<file path="src/scc_map.svh">
/*
  Register offsets, field positions, reset values and timing counts
  for the sync, clamp and coast control bank.
  Assumes inclusion by bare name from the design file.
*/
`ifndef SCC_MAP_SVH
`define SCC_MAP_SVH

// Register offsets
`define SCC_OFS_CLAMP_COAST   8'h0F
`define SCC_OFS_SLICER        8'h10
`define SCC_OFS_SEP_THR       8'h11
`define SCC_OFS_COAST_LEAD    8'h12
`define SCC_OFS_COAST_TRAIL   8'h13
`define SCC_OFS_STATUS        8'h14

// Reset values
`define SCC_RST_CLAMP_COAST   8'h4E
`define SCC_RST_SLICER        8'hB8
`define SCC_RST_SEP_THR       8'h20
`define SCC_RST_COAST_LEAD    8'h00
`define SCC_RST_COAST_TRAIL   8'h00

// Clamp and coast control fields
`define SCC_BIT_CLAMP_SRC     7
`define SCC_BIT_CLAMP_POL     6
`define SCC_BIT_COAST_SRC     5
`define SCC_BIT_COAST_OVR     4
`define SCC_BIT_COAST_POL     3
`define SCC_BIT_SEEK_OVR      2
`define SCC_BIT_SLEEP_N       1

// Slicer level field and clamp level bits
`define SCC_SLICER_MSB        7
`define SCC_SLICER_LSB        3
`define SCC_BIT_MID_RED       2
`define SCC_BIT_MID_GREEN     1
`define SCC_BIT_MID_BLUE      0

// Status fields
`define SCC_ST_HS_PRESENT     7
`define SCC_ST_HS_SOURCE      6
`define SCC_ST_HS_POL         5
`define SCC_ST_VS_PRESENT     4
`define SCC_ST_VS_SOURCE      3
`define SCC_ST_VS_POL         2
`define SCC_ST_SOG_PRESENT    1
`define SCC_ST_COAST_POL      0

// Timing: core clock and separator tick, in MHz
`define SCC_CORE_MHZ          250
`define SCC_TICK_MHZ          5
`define SCC_TICK_DIV          (`SCC_CORE_MHZ / `SCC_TICK_MHZ)

`endif

</file>
<file path="src/scc_pkg.sv">
/*
  Types shared by the sync, clamp and coast control bank.
  Assumes nothing beyond a SystemVerilog compiler.
*/
package scc_pkg;
  typedef logic [7:0] scc_byte_t;   // One register byte
  typedef logic [4:0] scc_level_t;  // Slicer comparison level
  typedef logic [2:0] scc_mid_t;    // Per-channel midscale clamp select
endpackage

</file>
<file path="src/scc_sync_control.sv">
/*
  Sync, clamp and coast control bank with its live sync detection.
  Assumes synchronous sync inputs, a decoded byte-wide register port
  behind the 2-wire serial interface, and a 250 MHz core clock.
*/
// Overview of operation
// - Vsync override uses manual select, else auto
// - Vsync select: raw input or separated sync
// - Clamp source: hsync or external clamp input
// - Clamp polarity applies only to external clamp
// - Coast source: coast input or vertical sync
// - Coast polarity override: auto or programmed
// - Coast polarity bit: low or high active
// - Seek override permits or forbids low power
// - Active-low bit powers down whole chip
// - Bits 7:3 set green slicer level
// - Per-channel clamp: ground or midscale level
// - Separator counts 5 MHz ticks to threshold
// - Coast asserts programmed lines before vsync
// - Coast holds programmed lines after vsync
// - Status bit 7 shows hsync present
// - Status bit 6 shows hsync in use
// - Status bit 5 shows hsync polarity
// - Status bit 4 shows vsync present
// - Status bit 3 shows vsync in use
// - Status bit 2 shows output vsync polarity
// - Status bit 1 shows green sync present
`timescale 1ns/1ps
`include "scc_map.svh"

////////////////////////////////////////////////////////////////////////////////
// Presence and polarity watcher for one sync line
module scc_sync_watch #(
  parameter int TIMEOUT = 1000000
) (
  // Clock and reset
  input  wire logic ref_clk,
  input  wire logic reset_n,
  // Watched line
  input  wire logic line_in,
  // Results
  output logic      present,
  output logic      active_high
);
  logic        prev_q;     // Previous line level
  logic [23:0] idle_q;     // Cycles since last edge
  logic [23:0] run_q;      // Length of current level
  logic [23:0] high_len_q; // Last high pulse length
  logic [23:0] low_len_q;  // Last low pulse length

  initial
  begin
    if (TIMEOUT < 2 || TIMEOUT > 24'hFFFFFE)
      $error("scc_sync_watch: TIMEOUT out of range");
  end

  // Edge tracking and run lengths
  always_ff @(posedge ref_clk)
  begin
    if (!reset_n)
    begin
      prev_q     <= 1'b0;
      idle_q     <= 24'hFFFFFF;
      run_q      <= 24'h000000;
      high_len_q <= 24'h000000;
      low_len_q  <= 24'h000000;
    end
    else
    begin
      prev_q <= line_in;
      if (line_in != prev_q)
      begin
        // Edge: record finished level length
        idle_q <= 24'h000000;
        run_q  <= 24'h000001;
        if (prev_q)
          high_len_q <= run_q;
        else
          low_len_q <= run_q;
      end
      else
      begin
        // Saturate both counters
        if (idle_q != 24'hFFFFFF)
          idle_q <= idle_q + 24'h000001;
        if (run_q != 24'hFFFFFF)
          run_q <= run_q + 24'h000001;
      end
    end
  end

  // Present while edges keep coming; the shorter level is the pulse
  assign present     = (idle_q < 24'(TIMEOUT));
  assign active_high = (high_len_q < low_len_q);
endmodule

////////////////////////////////////////////////////////////////////////////////
// Top: register bank, sync selection, separator, clamp and coast
module scc_sync_control #(
  parameter int DETECT_TIMEOUT = 1000000  // Cycles without edge before absent
) (
  // Clock and reset
  input  wire logic             ref_clk,
  input  wire logic             reset_n,
  // Register port behind the serial interface
  input  wire logic [7:0]       reg_addr,
  input  wire scc_pkg::scc_byte_t reg_wdata,
  input  wire logic             reg_write,
  input  wire logic             reg_read,
  output scc_pkg::scc_byte_t    reg_rdata,
  // Vertical sync selection bits held elsewhere
  input  wire logic             vs_override,
  input  wire logic             vs_select,
  // Sync and control inputs from the source
  input  wire logic             hsync_in,
  input  wire logic             vsync_in,
  input  wire logic             green_sync_in,
  input  wire logic             clamp_in,
  input  wire logic             coast_in,
  // Processed outputs
  output logic                  vsync_out,
  output logic                  clamp_out,
  output logic                  coast_out,
  output scc_pkg::scc_level_t   slicer_level,
  output scc_pkg::scc_mid_t     clamp_midscale,
  output logic                  low_power_allowed,
  output logic                  full_chip_sleep_n
);
  import scc_pkg::*;

  localparam int TICK_DIV = `SCC_TICK_DIV;  // Core cycles per 5 MHz tick

  initial
  begin
    if (DETECT_TIMEOUT < 2 || DETECT_TIMEOUT > 24'hFFFFFE)
      $error("scc_sync_control: DETECT_TIMEOUT out of range");
  end

  //////////////////////////////////////////////////////////////////////////////
  // Register storage
  scc_byte_t ctl_q;        // Clamp and coast control
  scc_byte_t slicer_q;     // Slicer level and clamp levels
  scc_byte_t sep_thr_q;    // Separator count threshold
  scc_byte_t lead_q;       // Coast lines before vsync
  scc_byte_t trail_q;      // Coast lines after vsync
  scc_byte_t status;       // Live sync status

  // Register writes
  always_ff @(posedge ref_clk)
  begin
    if (!reset_n)
    begin
      ctl_q     <= `SCC_RST_CLAMP_COAST;
      slicer_q  <= `SCC_RST_SLICER;
      sep_thr_q <= `SCC_RST_SEP_THR;
      lead_q    <= `SCC_RST_COAST_LEAD;
      trail_q   <= `SCC_RST_COAST_TRAIL;
    end
    else if (reg_write)
    begin
      case (reg_addr)
        `SCC_OFS_CLAMP_COAST: ctl_q     <= reg_wdata;
        `SCC_OFS_SLICER:      slicer_q  <= reg_wdata;
        `SCC_OFS_SEP_THR:     sep_thr_q <= reg_wdata;
        `SCC_OFS_COAST_LEAD:  lead_q    <= reg_wdata;
        `SCC_OFS_COAST_TRAIL: trail_q   <= reg_wdata;
        default:              ;  // Status and unmapped: ignored
      endcase
    end
  end

  // Register reads, status sampled live without side effects
  always_ff @(posedge ref_clk)
  begin
    if (!reset_n)
      reg_rdata <= 8'h00;
    else if (reg_read)
    begin
      case (reg_addr)
        `SCC_OFS_CLAMP_COAST: reg_rdata <= ctl_q;
        `SCC_OFS_SLICER:      reg_rdata <= slicer_q;
        `SCC_OFS_SEP_THR:     reg_rdata <= sep_thr_q;
        `SCC_OFS_COAST_LEAD:  reg_rdata <= lead_q;
        `SCC_OFS_COAST_TRAIL: reg_rdata <= trail_q;
        `SCC_OFS_STATUS:      reg_rdata <= status;
        default:              reg_rdata <= 8'h00;
      endcase
    end
  end

  //////////////////////////////////////////////////////////////////////////////
  // Sync watchers
  logic hs_present, hs_high;    // Dedicated hsync
  logic vs_present, vs_high;    // Dedicated vsync
  logic sog_present, sog_high;  // Sync from green
  logic co_present, co_high;    // External coast
  logic vo_present, vo_high;    // Output vsync

  scc_sync_watch #(.TIMEOUT(DETECT_TIMEOUT)) u_hs_watch (
    .ref_clk(ref_clk), .reset_n(reset_n), .line_in(hsync_in),
    .present(hs_present), .active_high(hs_high));
  scc_sync_watch #(.TIMEOUT(DETECT_TIMEOUT)) u_vs_watch (
    .ref_clk(ref_clk), .reset_n(reset_n), .line_in(vsync_in),
    .present(vs_present), .active_high(vs_high));
  scc_sync_watch #(.TIMEOUT(DETECT_TIMEOUT)) u_sog_watch (
    .ref_clk(ref_clk), .reset_n(reset_n), .line_in(green_sync_in),
    .present(sog_present), .active_high(sog_high));
  scc_sync_watch #(.TIMEOUT(DETECT_TIMEOUT)) u_co_watch (
    .ref_clk(ref_clk), .reset_n(reset_n), .line_in(coast_in),
    .present(co_present), .active_high(co_high));
  scc_sync_watch #(.TIMEOUT(DETECT_TIMEOUT)) u_vo_watch (
    .ref_clk(ref_clk), .reset_n(reset_n), .line_in(vsync_out),
    .present(vo_present), .active_high(vo_high));

  // Hsync in use: dedicated input unless only green carries sync
  logic active_horizontal_source;
  logic hs_level;   // Active-high horizontal sync in use
  assign active_horizontal_source = !hs_present && sog_present;
  assign hs_level = active_horizontal_source ? (green_sync_in ^ !sog_high)
                                             : (hsync_in ^ !hs_high);

  //////////////////////////////////////////////////////////////////////////////
  // Separator: 5 MHz tick and pulse-width counter
  logic [5:0] tick_cnt_q;  // Tick divider
  logic       tick;        // One cycle per 5 MHz period
  logic [7:0] sep_cnt_q;   // Ticks in current sync pulse
  logic       sep_vs_q;    // Separated vertical sync
  assign tick = (tick_cnt_q == 6'(TICK_DIV - 1));

  always_ff @(posedge ref_clk)
  begin
    if (!reset_n)
      tick_cnt_q <= 6'h00;
    else
      tick_cnt_q <= tick ? 6'h00 : tick_cnt_q + 6'h01;
  end

  // Long pulses reaching the threshold are vertical sync
  always_ff @(posedge ref_clk)
  begin
    if (!reset_n)
    begin
      sep_cnt_q <= 8'h00;
      sep_vs_q  <= 1'b0;
    end
    else if (!hs_level)
    begin
      sep_cnt_q <= 8'h00;
      sep_vs_q  <= 1'b0;
    end
    else if (tick && sep_cnt_q != 8'hFF)
    begin
      sep_cnt_q <= sep_cnt_q + 8'h01;
      if (sep_cnt_q + 8'h01 >= sep_thr_q)
        sep_vs_q <= 1'b1;
    end
  end

  //////////////////////////////////////////////////////////////////////////////
  // Vertical sync routing
  logic active_vertical_source;
  assign active_vertical_source = vs_override ? vs_select
                                              : !vs_present;

  always_ff @(posedge ref_clk)
  begin
    if (!reset_n)
      vsync_out <= 1'b0;
    else
      vsync_out <= active_vertical_source ? sep_vs_q : vsync_in;
  end

  // Live status word
  assign status = {hs_present,
                   active_horizontal_source,
                   hs_high,
                   vs_present,
                   active_vertical_source,
                   vo_high,
                   sog_present,
                   co_high};

  //////////////////////////////////////////////////////////////////////////////
  // Clamp generation
  always_ff @(posedge ref_clk)
  begin
    if (!reset_n)
      clamp_out <= 1'b0;
    else if (ctl_q[`SCC_BIT_CLAMP_SRC])
      clamp_out <= clamp_in ^ ctl_q[`SCC_BIT_CLAMP_POL];
    else
      clamp_out <= hs_level;
  end

  //////////////////////////////////////////////////////////////////////////////
  // Coast window around vertical sync
  logic       vs_level;       // Active-high vsync in use
  logic       vs_prev_q;      // Previous vsync level
  logic       hs_prev_q;      // Previous hsync level
  logic       hs_rise;        // Line start
  logic [9:0] line_cnt_q;     // Lines since vsync start
  logic [9:0] frame_lines_q;  // Lines in last frame
  logic [7:0] trail_cnt_q;    // Lines left after vsync
  logic       vs_window;      // Coast from vsync timing
  logic       ext_coast;      // Coast from external input
  assign vs_level = vsync_out ^ !vo_high;
  assign hs_rise  = hs_level && !hs_prev_q;

  // Line counting and post-vsync hold
  always_ff @(posedge ref_clk)
  begin
    if (!reset_n)
    begin
      vs_prev_q     <= 1'b0;
      hs_prev_q     <= 1'b0;
      line_cnt_q    <= 10'h000;
      frame_lines_q <= 10'h000;
      trail_cnt_q   <= 8'h00;
    end
    else
    begin
      vs_prev_q <= vs_level;
      hs_prev_q <= hs_level;
      if (vs_level && !vs_prev_q)
      begin
        // Frame start: keep length for the lead window
        frame_lines_q <= line_cnt_q;
        line_cnt_q    <= 10'h000;
      end
      else if (hs_rise && line_cnt_q != 10'h3FF)
        line_cnt_q <= line_cnt_q + 10'h001;
      if (!vs_level && vs_prev_q)
        trail_cnt_q <= trail_q;
      else if (hs_rise && trail_cnt_q != 8'h00)
        trail_cnt_q <= trail_cnt_q - 8'h01;
    end
  end

  assign vs_window = vs_level || (trail_cnt_q != 8'h00)
                     || (frame_lines_q != 10'h000 &&
                         line_cnt_q + {2'b00, lead_q} >= frame_lines_q);
  assign ext_coast = coast_in ^ !(ctl_q[`SCC_BIT_COAST_OVR]
                                  ? ctl_q[`SCC_BIT_COAST_POL]
                                  : co_high);

  always_ff @(posedge ref_clk)
  begin
    if (!reset_n)
      coast_out <= 1'b0;
    else
      coast_out <= ctl_q[`SCC_BIT_COAST_SRC] ? vs_window : ext_coast;
  end

  //////////////////////////////////////////////////////////////////////////////
  // Static control outputs
  always_ff @(posedge ref_clk)
  begin
    if (!reset_n)
    begin
      slicer_level      <= 5'(`SCC_RST_SLICER >> `SCC_SLICER_LSB);
      clamp_midscale    <= 3'h0;
      low_power_allowed <= 1'b1;
      full_chip_sleep_n <= 1'b1;
    end
    else
    begin
      slicer_level      <= slicer_q[`SCC_SLICER_MSB:`SCC_SLICER_LSB];
      clamp_midscale    <= {slicer_q[`SCC_BIT_MID_RED],
                            slicer_q[`SCC_BIT_MID_GREEN],
                            slicer_q[`SCC_BIT_MID_BLUE]};
      low_power_allowed <= ctl_q[`SCC_BIT_SEEK_OVR];
      full_chip_sleep_n <= ctl_q[`SCC_BIT_SLEEP_N];
    end
  end
endmodule

</file>
<file path="config.mk">
export PLATFORM = sky130hd
export DESIGN_NAME = scc_sync_control
export DESIGN_NICKNAME = d
export VERILOG_FILES = /design/src/scc_pkg.sv /design/src/scc_sync_control.sv
export VERILOG_INCLUDE_DIRS = /design/src /design/src/src
export SDC_FILE = /design/constraint.sdc
export NUM_CORES = 1
export LEC_CHECK = 0
export BUFFER_PORTS_ARGS = -buffer_cell sky130_fd_sc_hd__buf_2
export CORE_ASPECT_RATIO = 0.5
export CORE_MARGIN = 2
export CORE_UTILIZATION = 68
export CTS_CLUSTER_SIZE = 8
export DETAILED_ROUTE_END_ITERATION = 7
export GPL_ROUTABILITY_DRIVEN = 0
export PLACE_DENSITY = 0.95
export SYNTH_ARGS = -nofsm -noshare
export SYNTH_HDL_FRONTEND = slang
export SYNTH_SLANG_ARGS = --single-unit
</file>
<file path="constraint.sdc">
create_clock -name ref_clk -period 9.1 [get_ports ref_clk]
set_input_delay 1.365 -clock ref_clk [delete_from_list [all_inputs] [get_ports ref_clk]]
set_output_delay 1.365 -clock ref_clk [all_outputs]
set_load 0.05 [all_outputs]
</file>
==> flow_metrics.py, run 1 <==
metrics = {
    "global_route": {
        "grt_max_degree": 169,
        "grt_pass1_vias": 19600,
        "grt.overflow.total": 0,
        "antenna_found_initial": 1,
        "grt_first_pass_wirelength_mm": 98.0,
        "grt_usage": 0.346,
    },
    "logic_synthesis": {
        "netlist_area_um2": 22400,
        "synthAdderAreaFrac": 0.0784,
        "ys_types": 67,
        "synth_simple_gate_area_share": 0.193,
        "synth_top_family_by_area": "simple AND/OR/NAND/NOR gates",
        "synth_area_leaders": "dfxtp_1 (42%), mux2i_1 (9.6%), ha_1 (7.8%), nor2_1 (6.5%), xor2_1 (3.5%)",
        "synth_ff_type": "dfxtp_1",
        "synthMuxAreaShare": 0.101,
        "synth_edf_count": 0,
        "synth_top_cell_area_share": 0.420,
        "ys_async_sr_fraction": 0,
        "avgSynthCellArea_um2": 8.85,
        "synth_xor_area_frac": 0.0664,
        "synth_compound_area_frac": 0.0964,
        "seq_area_frac_synth": 0.420,
        "synth_warnings": 0,
        "synthesis.nets": 2703,
        "syn_inst": 2536,
        "ys_ff_latch": 471,
        "synth_top_area_cell": "dfxtp_1",
    },
    "timing": {
        "period_share": 0.425,
        "setup_viol": 0,
        "finalCriticalPeriod_ps": 3870,
        "slew_headroom": 0.204,
        "clock-skew-final_ps": 20.3,
        "grt_setup_unrepaired": "false",
        "timing.final.max_slew_violations": 0,
        "final-hold-violation-count": 0,
        "worstMarginPinSlew_ps": 1190,
        "tns_ps": 0,
        "setup_ws_ps": 5230,
        "clock.fmax_mhz": 258,
        "hold-worst-slack_ps": 482,
    },
    "cts": {
        "root_buffer": "clkbuf_16",
        "h-tree-depth": 3,
        "worstSkewPairLatency_ps": 590,
        "cts_resized": 0,
        "numCtsBuffers": 68,
        "cts_hold_buf": 0,
        "clk_path_buf_depth": 3,
        "cts.sinks": 471,
        "clk_pin_slew_worst_paths_ps": 50,
        "cts_tree": "yes",
        "post_cts_buffers": 0,
    },
    "placement": {
        "dp_hpwl_mm": 33.4,
        "pre_cts_slack_ps": 5110,
        "io_buffers": 47,
    },
    "routing": {
        "first_pass_iters": 8,
        "wl_per_cell_um": 20.2,
        "ant_nets": 0,
        "routed_wl_mm": 60.6,
        "drcViolationCount": 1,
        "vias": 19800,
        "first_iter_violations": 2497,
        "drt-vias-per-instance": 6.62,
    },
    "die": {
        "die_h_um": 132,
        "initial_core_util": 0.700,
        "core.rowCount": 46,
        "io_pins": 48,
        "die_area_um2": 34600,
        "die_w_um": 261,
        "core_um2": 32100,
    },
    "hold_path": {
        "holdCritPathClass": "register to register",
    },
    "final_layout": {
        "final_cell_mix": "dfxtp_1 (471), nor2_1 (387), mux2i_1 (216), nand2_1 (164), inv_1 (151)",
        "layout_commonest_cell": "dfxtp_1",
        "final_nets": 2725,
        "final_core_util": 0.770,
        "drive_gt1_frac": 0.0616,
        "area_growth_pct": 10.0,
    },
    "setup_path": {
        "crit_family": "compound AO/OA/AOI/OAI gates",
        "crit_fanout": 15,
        "worst-endpoint-required_ps": 9580,
        "critPathLaunchType": "register",
        "endpoint_kind": "register",
        "slowest_delay_ps": 880,
        "cp_slowest_cell": "xnor2_1",
        "arrival_ps": 4340,
        "cp_cell_sequence": "inv_1, ha_1, a211oi_1, o21ai_0, nor4_1, o22ai_1, a31o_2, xnor2_1, o21ai_0, a211oi_1",
        "crit_buf_inv": 1,
        "path_class": "register to register",
    },
    "pwr": {
        "ir_worst_vdd_uv": 138,
        "leakagePower_nw": 9.28,
        "cellPowerDensity_nw_per_um2": 196,
    },
    "outcome": {
        "status": "finished with violations",
        "violations": "design-rule violations",
    },
    "flow_run": {
        "drv_cap": 0,
    },
}
[cell usage after synthesis, drive strengths merged (7+ instances only)]
library cell	instances
and3	22
o31ai	13
or3	27
a31oi	7
nor3	34
nand2	164
clkbuf	86
a221oi	7
xor2	90
a22oi	10
nand4	51
a21o	19
xnor2	80
nand3	114
dfxtp	471
nor2	387
nand2b	20
inv	152
and4	21
and2	16
a211oi	13
o21a	8
o21ai	136
nor4	22
mux2i	216
ha	139
or4	16
a21oi	93
buf	23
nor2b	8
a2111oi	7
[layer usage]
metal	GRT usage	up-vias	wire length [µm]
li1	-	8757	-
met1	0.410	9330	23500
met2	0.559	1297	28000
met3	0.0958	438	5510
met4	0.211	0	3650
met5	0	-	0
[layout make-up]
type / count / area, µm²
well taps: 432 / 541
fillers: 1745 / 7360
clock buffers: 70 / 1730
multi-input cells: 1802 / 12000
diodes: 1 / 2.50
inverters: 154 / 586
flip-flops and latches: 471 / 9430
clock inverters: 5 / 55.1
repair buffers: 61 / 343
[per-stage QoR]
| stage | cells | area, µm² | power (mW) |
|---|---|---|---|
| finish | 2996 | 24700 | 4.83 |
| global route | 2996 | 24700 | 4.96 |
| CTS | 2995 | 24700 | 4.81 |
| detailed placement | 2920 | 22900 | 2.60 |
| global placement | 2920 | 22900 | 2.58 |
| floorplan | 2536 | 22400 | 2.50 |
[state kept, by name (all words and copies together) (netlist names), 24 cells and up]
register	count
u_hs_watch.low_len_q	24
u_vs_watch.idle_q	24
u_vo_watch.run_q	24
u_sog_watch.high_len_q	24
u_sog_watch.idle_q	24
u_sog_watch.run_q	24
u_hs_watch.run_q	24
u_hs_watch.high_len_q	24
u_vo_watch.low_len_q	24
u_hs_watch.idle_q	24
u_co_watch.low_len_q	24
u_co_watch.high_len_q	24
u_vo_watch.high_len_q	24
u_co_watch.run_q	24
u_sog_watch.low_len_q	24
[worst paths after layout]
check,slack (ps),cells after the start,startpoint,endpoint
worst max-delay path,5230,10,u_vo_watch.low_len_q[13],line_cnt_q[8]
worst min register to register,480,2,slicer_q[1],slicer_q[1]
worst max register to register,5230,10,u_vo_watch.low_len_q[13],line_cnt_q[8]
worst min-delay path,480,2,slicer_q[1],slicer_q[1]
[cell families after synthesis]
group           count (synthesis)
simple gates                  920
mux                           223
flops                         471
compound gates                349
fa+ha+maj                     140
buf+inv                       263
xor+xnor                      170
[report_power, final]
group / internal (mW) / switching (mW) / total [mW]
Clock: 1.34 / 0.893 / 2.23
Combinational: 0.138 / 0.263 / 0.402
Sequential: 2.13 / 0.0757 / 2.20
Total: 3.60 / 1.23 / 4.83
[worst register-to-register path: stages, from the launching register on]
cell and delay [ps]:
dfxtp_1 320, inv_1 40, ha_1 310, a211oi_1 310, o21ai_0 190, nor4_1 260, o22ai_1 150, a31o_2 320
xnor2_1 880, o21ai_0 650, a211oi_1 320
Note: power is estimated with default switching activity, not from simulation.
==> run 2: changes to the inputs <==
--- a/config.mk
+++ b/config.mk
@@ -9,11 +9,11 @@
 export BUFFER_PORTS_ARGS = -buffer_cell sky130_fd_sc_hd__buf_2
 export CORE_ASPECT_RATIO = 0.5
 export CORE_MARGIN = 2
-export CORE_UTILIZATION = 68
+export CORE_UTILIZATION = 63
 export CTS_CLUSTER_SIZE = 8
 export DETAILED_ROUTE_END_ITERATION = 7
 export GPL_ROUTABILITY_DRIVEN = 0
-export PLACE_DENSITY = 0.95
+export PLACE_DENSITY = 0.91
 export SYNTH_ARGS = -nofsm -noshare
 export SYNTH_HDL_FRONTEND = slang
 export SYNTH_SLANG_ARGS = --single-unit
==> constraint.sdc (replaced) <==
create_clock -name ref_clk -period 3.58 [get_ports ref_clk]
set_input_delay 0.537 -clock ref_clk [delete_from_list [all_inputs] [get_ports ref_clk]]
set_output_delay 0.537 -clock ref_clk [all_outputs]
set_load 0.05 [all_outputs]
==> run 2 against run 1 <==
Compared with the run above: the run now ends clean; clock skew shrank 1.6 ps; clock-buffer cell count rose by 2; first-iteration DRC count shrank 38%; sequential power grew to 2.5 times the previous value.
==> flow_metrics.py, run 2 (synthesis gave the netlist of run 1 again) <==
metrics = {
    "pwr": {
        "power_mw": 12.2,
        "cellPowerDensity_nw_per_um2": 492,
        "ir_worst_vdd_uv": 358,
        "leakagePower_nw": 9.33,
    },
    "setup_path": {
        "path_class": "register to register",
        "endpoint_kind": "register",
        "crit_fanout": 7,
        "worst-endpoint-required_ps": 4020,
        "critPathLaunchType": "register",
        "arrival_ps": 3840,
        "crit_start": "line_cnt_q[1]",
        "reg2reg_from": "line_cnt_q[1]",
    },
    "hold_path": {
        "holdCritPathClass": "input port to register",
        "min-delay-start": "vsync_in",
    },
    "routing": {
        "drt-vias-per-instance": 6.11,
        "ant_nets": 0,
        "vias": 18600,
        "first_pass_iters": 8,
        "routed_wl_mm": 53.4,
        "drcViolationCount": 0,
        "first_iter_violations": 1559,
        "wl_per_cell_um": 17.5,
    },
    "die": {
        "core.rowCount": 48,
        "die_h_um": 137,
        "io_pins": 48,
        "die_area_um2": 37200,
        "initial_core_util": 0.645,
        "die_w_um": 271,
        "core_um2": 34800,
    },
    "placement": {
        "dp_hpwl_mm": 32.2,
        "dp_cells": 2972,
        "pre_cts_slack_ps": 320,
        "io_buffers": 47,
    },
    "flow_run": {
        "drv_cap": 0,
    },
    "final_layout": {
        "drive_gt1_frac": 0.0642,
        "final_nets": 2734,
        "layout_commonest_cell": "dfxtp_1",
        "layout.cells.non_filler": 3045,
        "antenna_cells": 0,
        "area_growth_pct": 10.6,
        "final_cell_mix": "dfxtp_1 (471), nor2_1 (387), mux2i_1 (216), nand2_1 (164), inv_1 (151)",
    },
    "timing": {
        "clock-skew-final_ps": 18.6,
        "timing.final.max_slew_violations": 0,
        "worstMarginPinSlew_ps": 869,
        "grt_setup_unrepaired": "false",
        "slew_headroom": 0.419,
        "finalCriticalPeriod_ps": 3400,
        "period_share": 0.951,
        "tns_ps": 0,
        "setup_ws_ps": 176,
        "clock.fmax_mhz": 294,
        "hold-worst-slack_ps": 223,
        "setup_viol": 0,
        "final-hold-violation-count": 0,
    },
    "outcome": {
        "status": "completed",
    },
    "cts": {
        "h-tree-depth": 3,
        "cts_tree": "yes",
        "post_cts_buffers": 0,
        "clk_pin_slew_worst_paths_ps": 50,
        "clk_path_buf_depth": 3,
        "cts_resized": 0,
        "root_buffer": "clkbuf_16",
        "numCtsBuffers": 68,
        "worstSkewPairLatency_ps": 570,
        "cts_hold_buf": 0,
        "cts.sinks": 471,
    },
    "global_route": {
        "grt_pass1_vias": 18600,
        "antenna_found_initial": 0,
        "grt_first_pass_wirelength_mm": 88.2,
        "grt.overflow.total": 0,
        "grt_max_degree": 104,
        "grt_usage": 0.285,
    },
}
[run 2: cell count changes in the layout (fill, tap and decap cells not counted), sizes merged]
cell,delta
diode,-1
buf,+9
inv,-4
clkbuf,+2
[run 2: worst max-delay path: stages (launching register included)]
cell and delay, ps:
dfxtp_1 460, ha_1 290, a21o_1 180, a21oi_1 230
o21bai_1 90, a21oi_1 230, nor2b_1 90, o21a_1 190
nor2_1 140, xnor2_1 100, ha_1 200, a2111oi_0 440
a21oi_1 130, a2111oi_0 420, a211oi_1 90
[run 2: path summary, 6_finish.rpt]
path                            slack [ps]  cells past startpoint           endpoint
worst min register to register         460                      2           ctl_q[0]
worst max register to register         180                     14          coast_out
worst max-delay path                   180                     14          coast_out
worst min-delay path                   220                      2  u_vs_watch.prev_q
[run 2: metal layers]
metal	GRT usage	wire length (µm)	up-vias
li1	-	-	8805
met1	0.338	22300	8875
met2	0.511	26000	719
met3	0.0533	3230	200
met4	0.123	1820	0
met5	0	0	-
[run 2: layout make-up]
cell class,instances,area (µm²)
Clock buffer,72,1780
Clock inverter,1,8.76
Multi-Input combinational cell,1802,12000
Timing Repair Buffer,70,423
Sequential cell,471,9430
Tap cell,475,594
Inverter,154,586
Fill cell,2178,9940
[run 2: per-stage QoR]
step	instance area [µm²]	utilization
floorplan	22400	-
global placement	23000	0.663
detailed placement	23000	0.663
CTS	24800	0.714
global route	24800	0.714
finish	24800	0.714
[run 2: report_power, final]
group / total [mW] / leakage [nW] / internal, mW / switching (mW)
Sequential: 5.58 / 3.83 / 5.41 / 0.179
Combinational: 0.996 / 4.62 / 0.362 / 0.634
Clock: 5.63 / 0.881 / 3.46 / 2.17
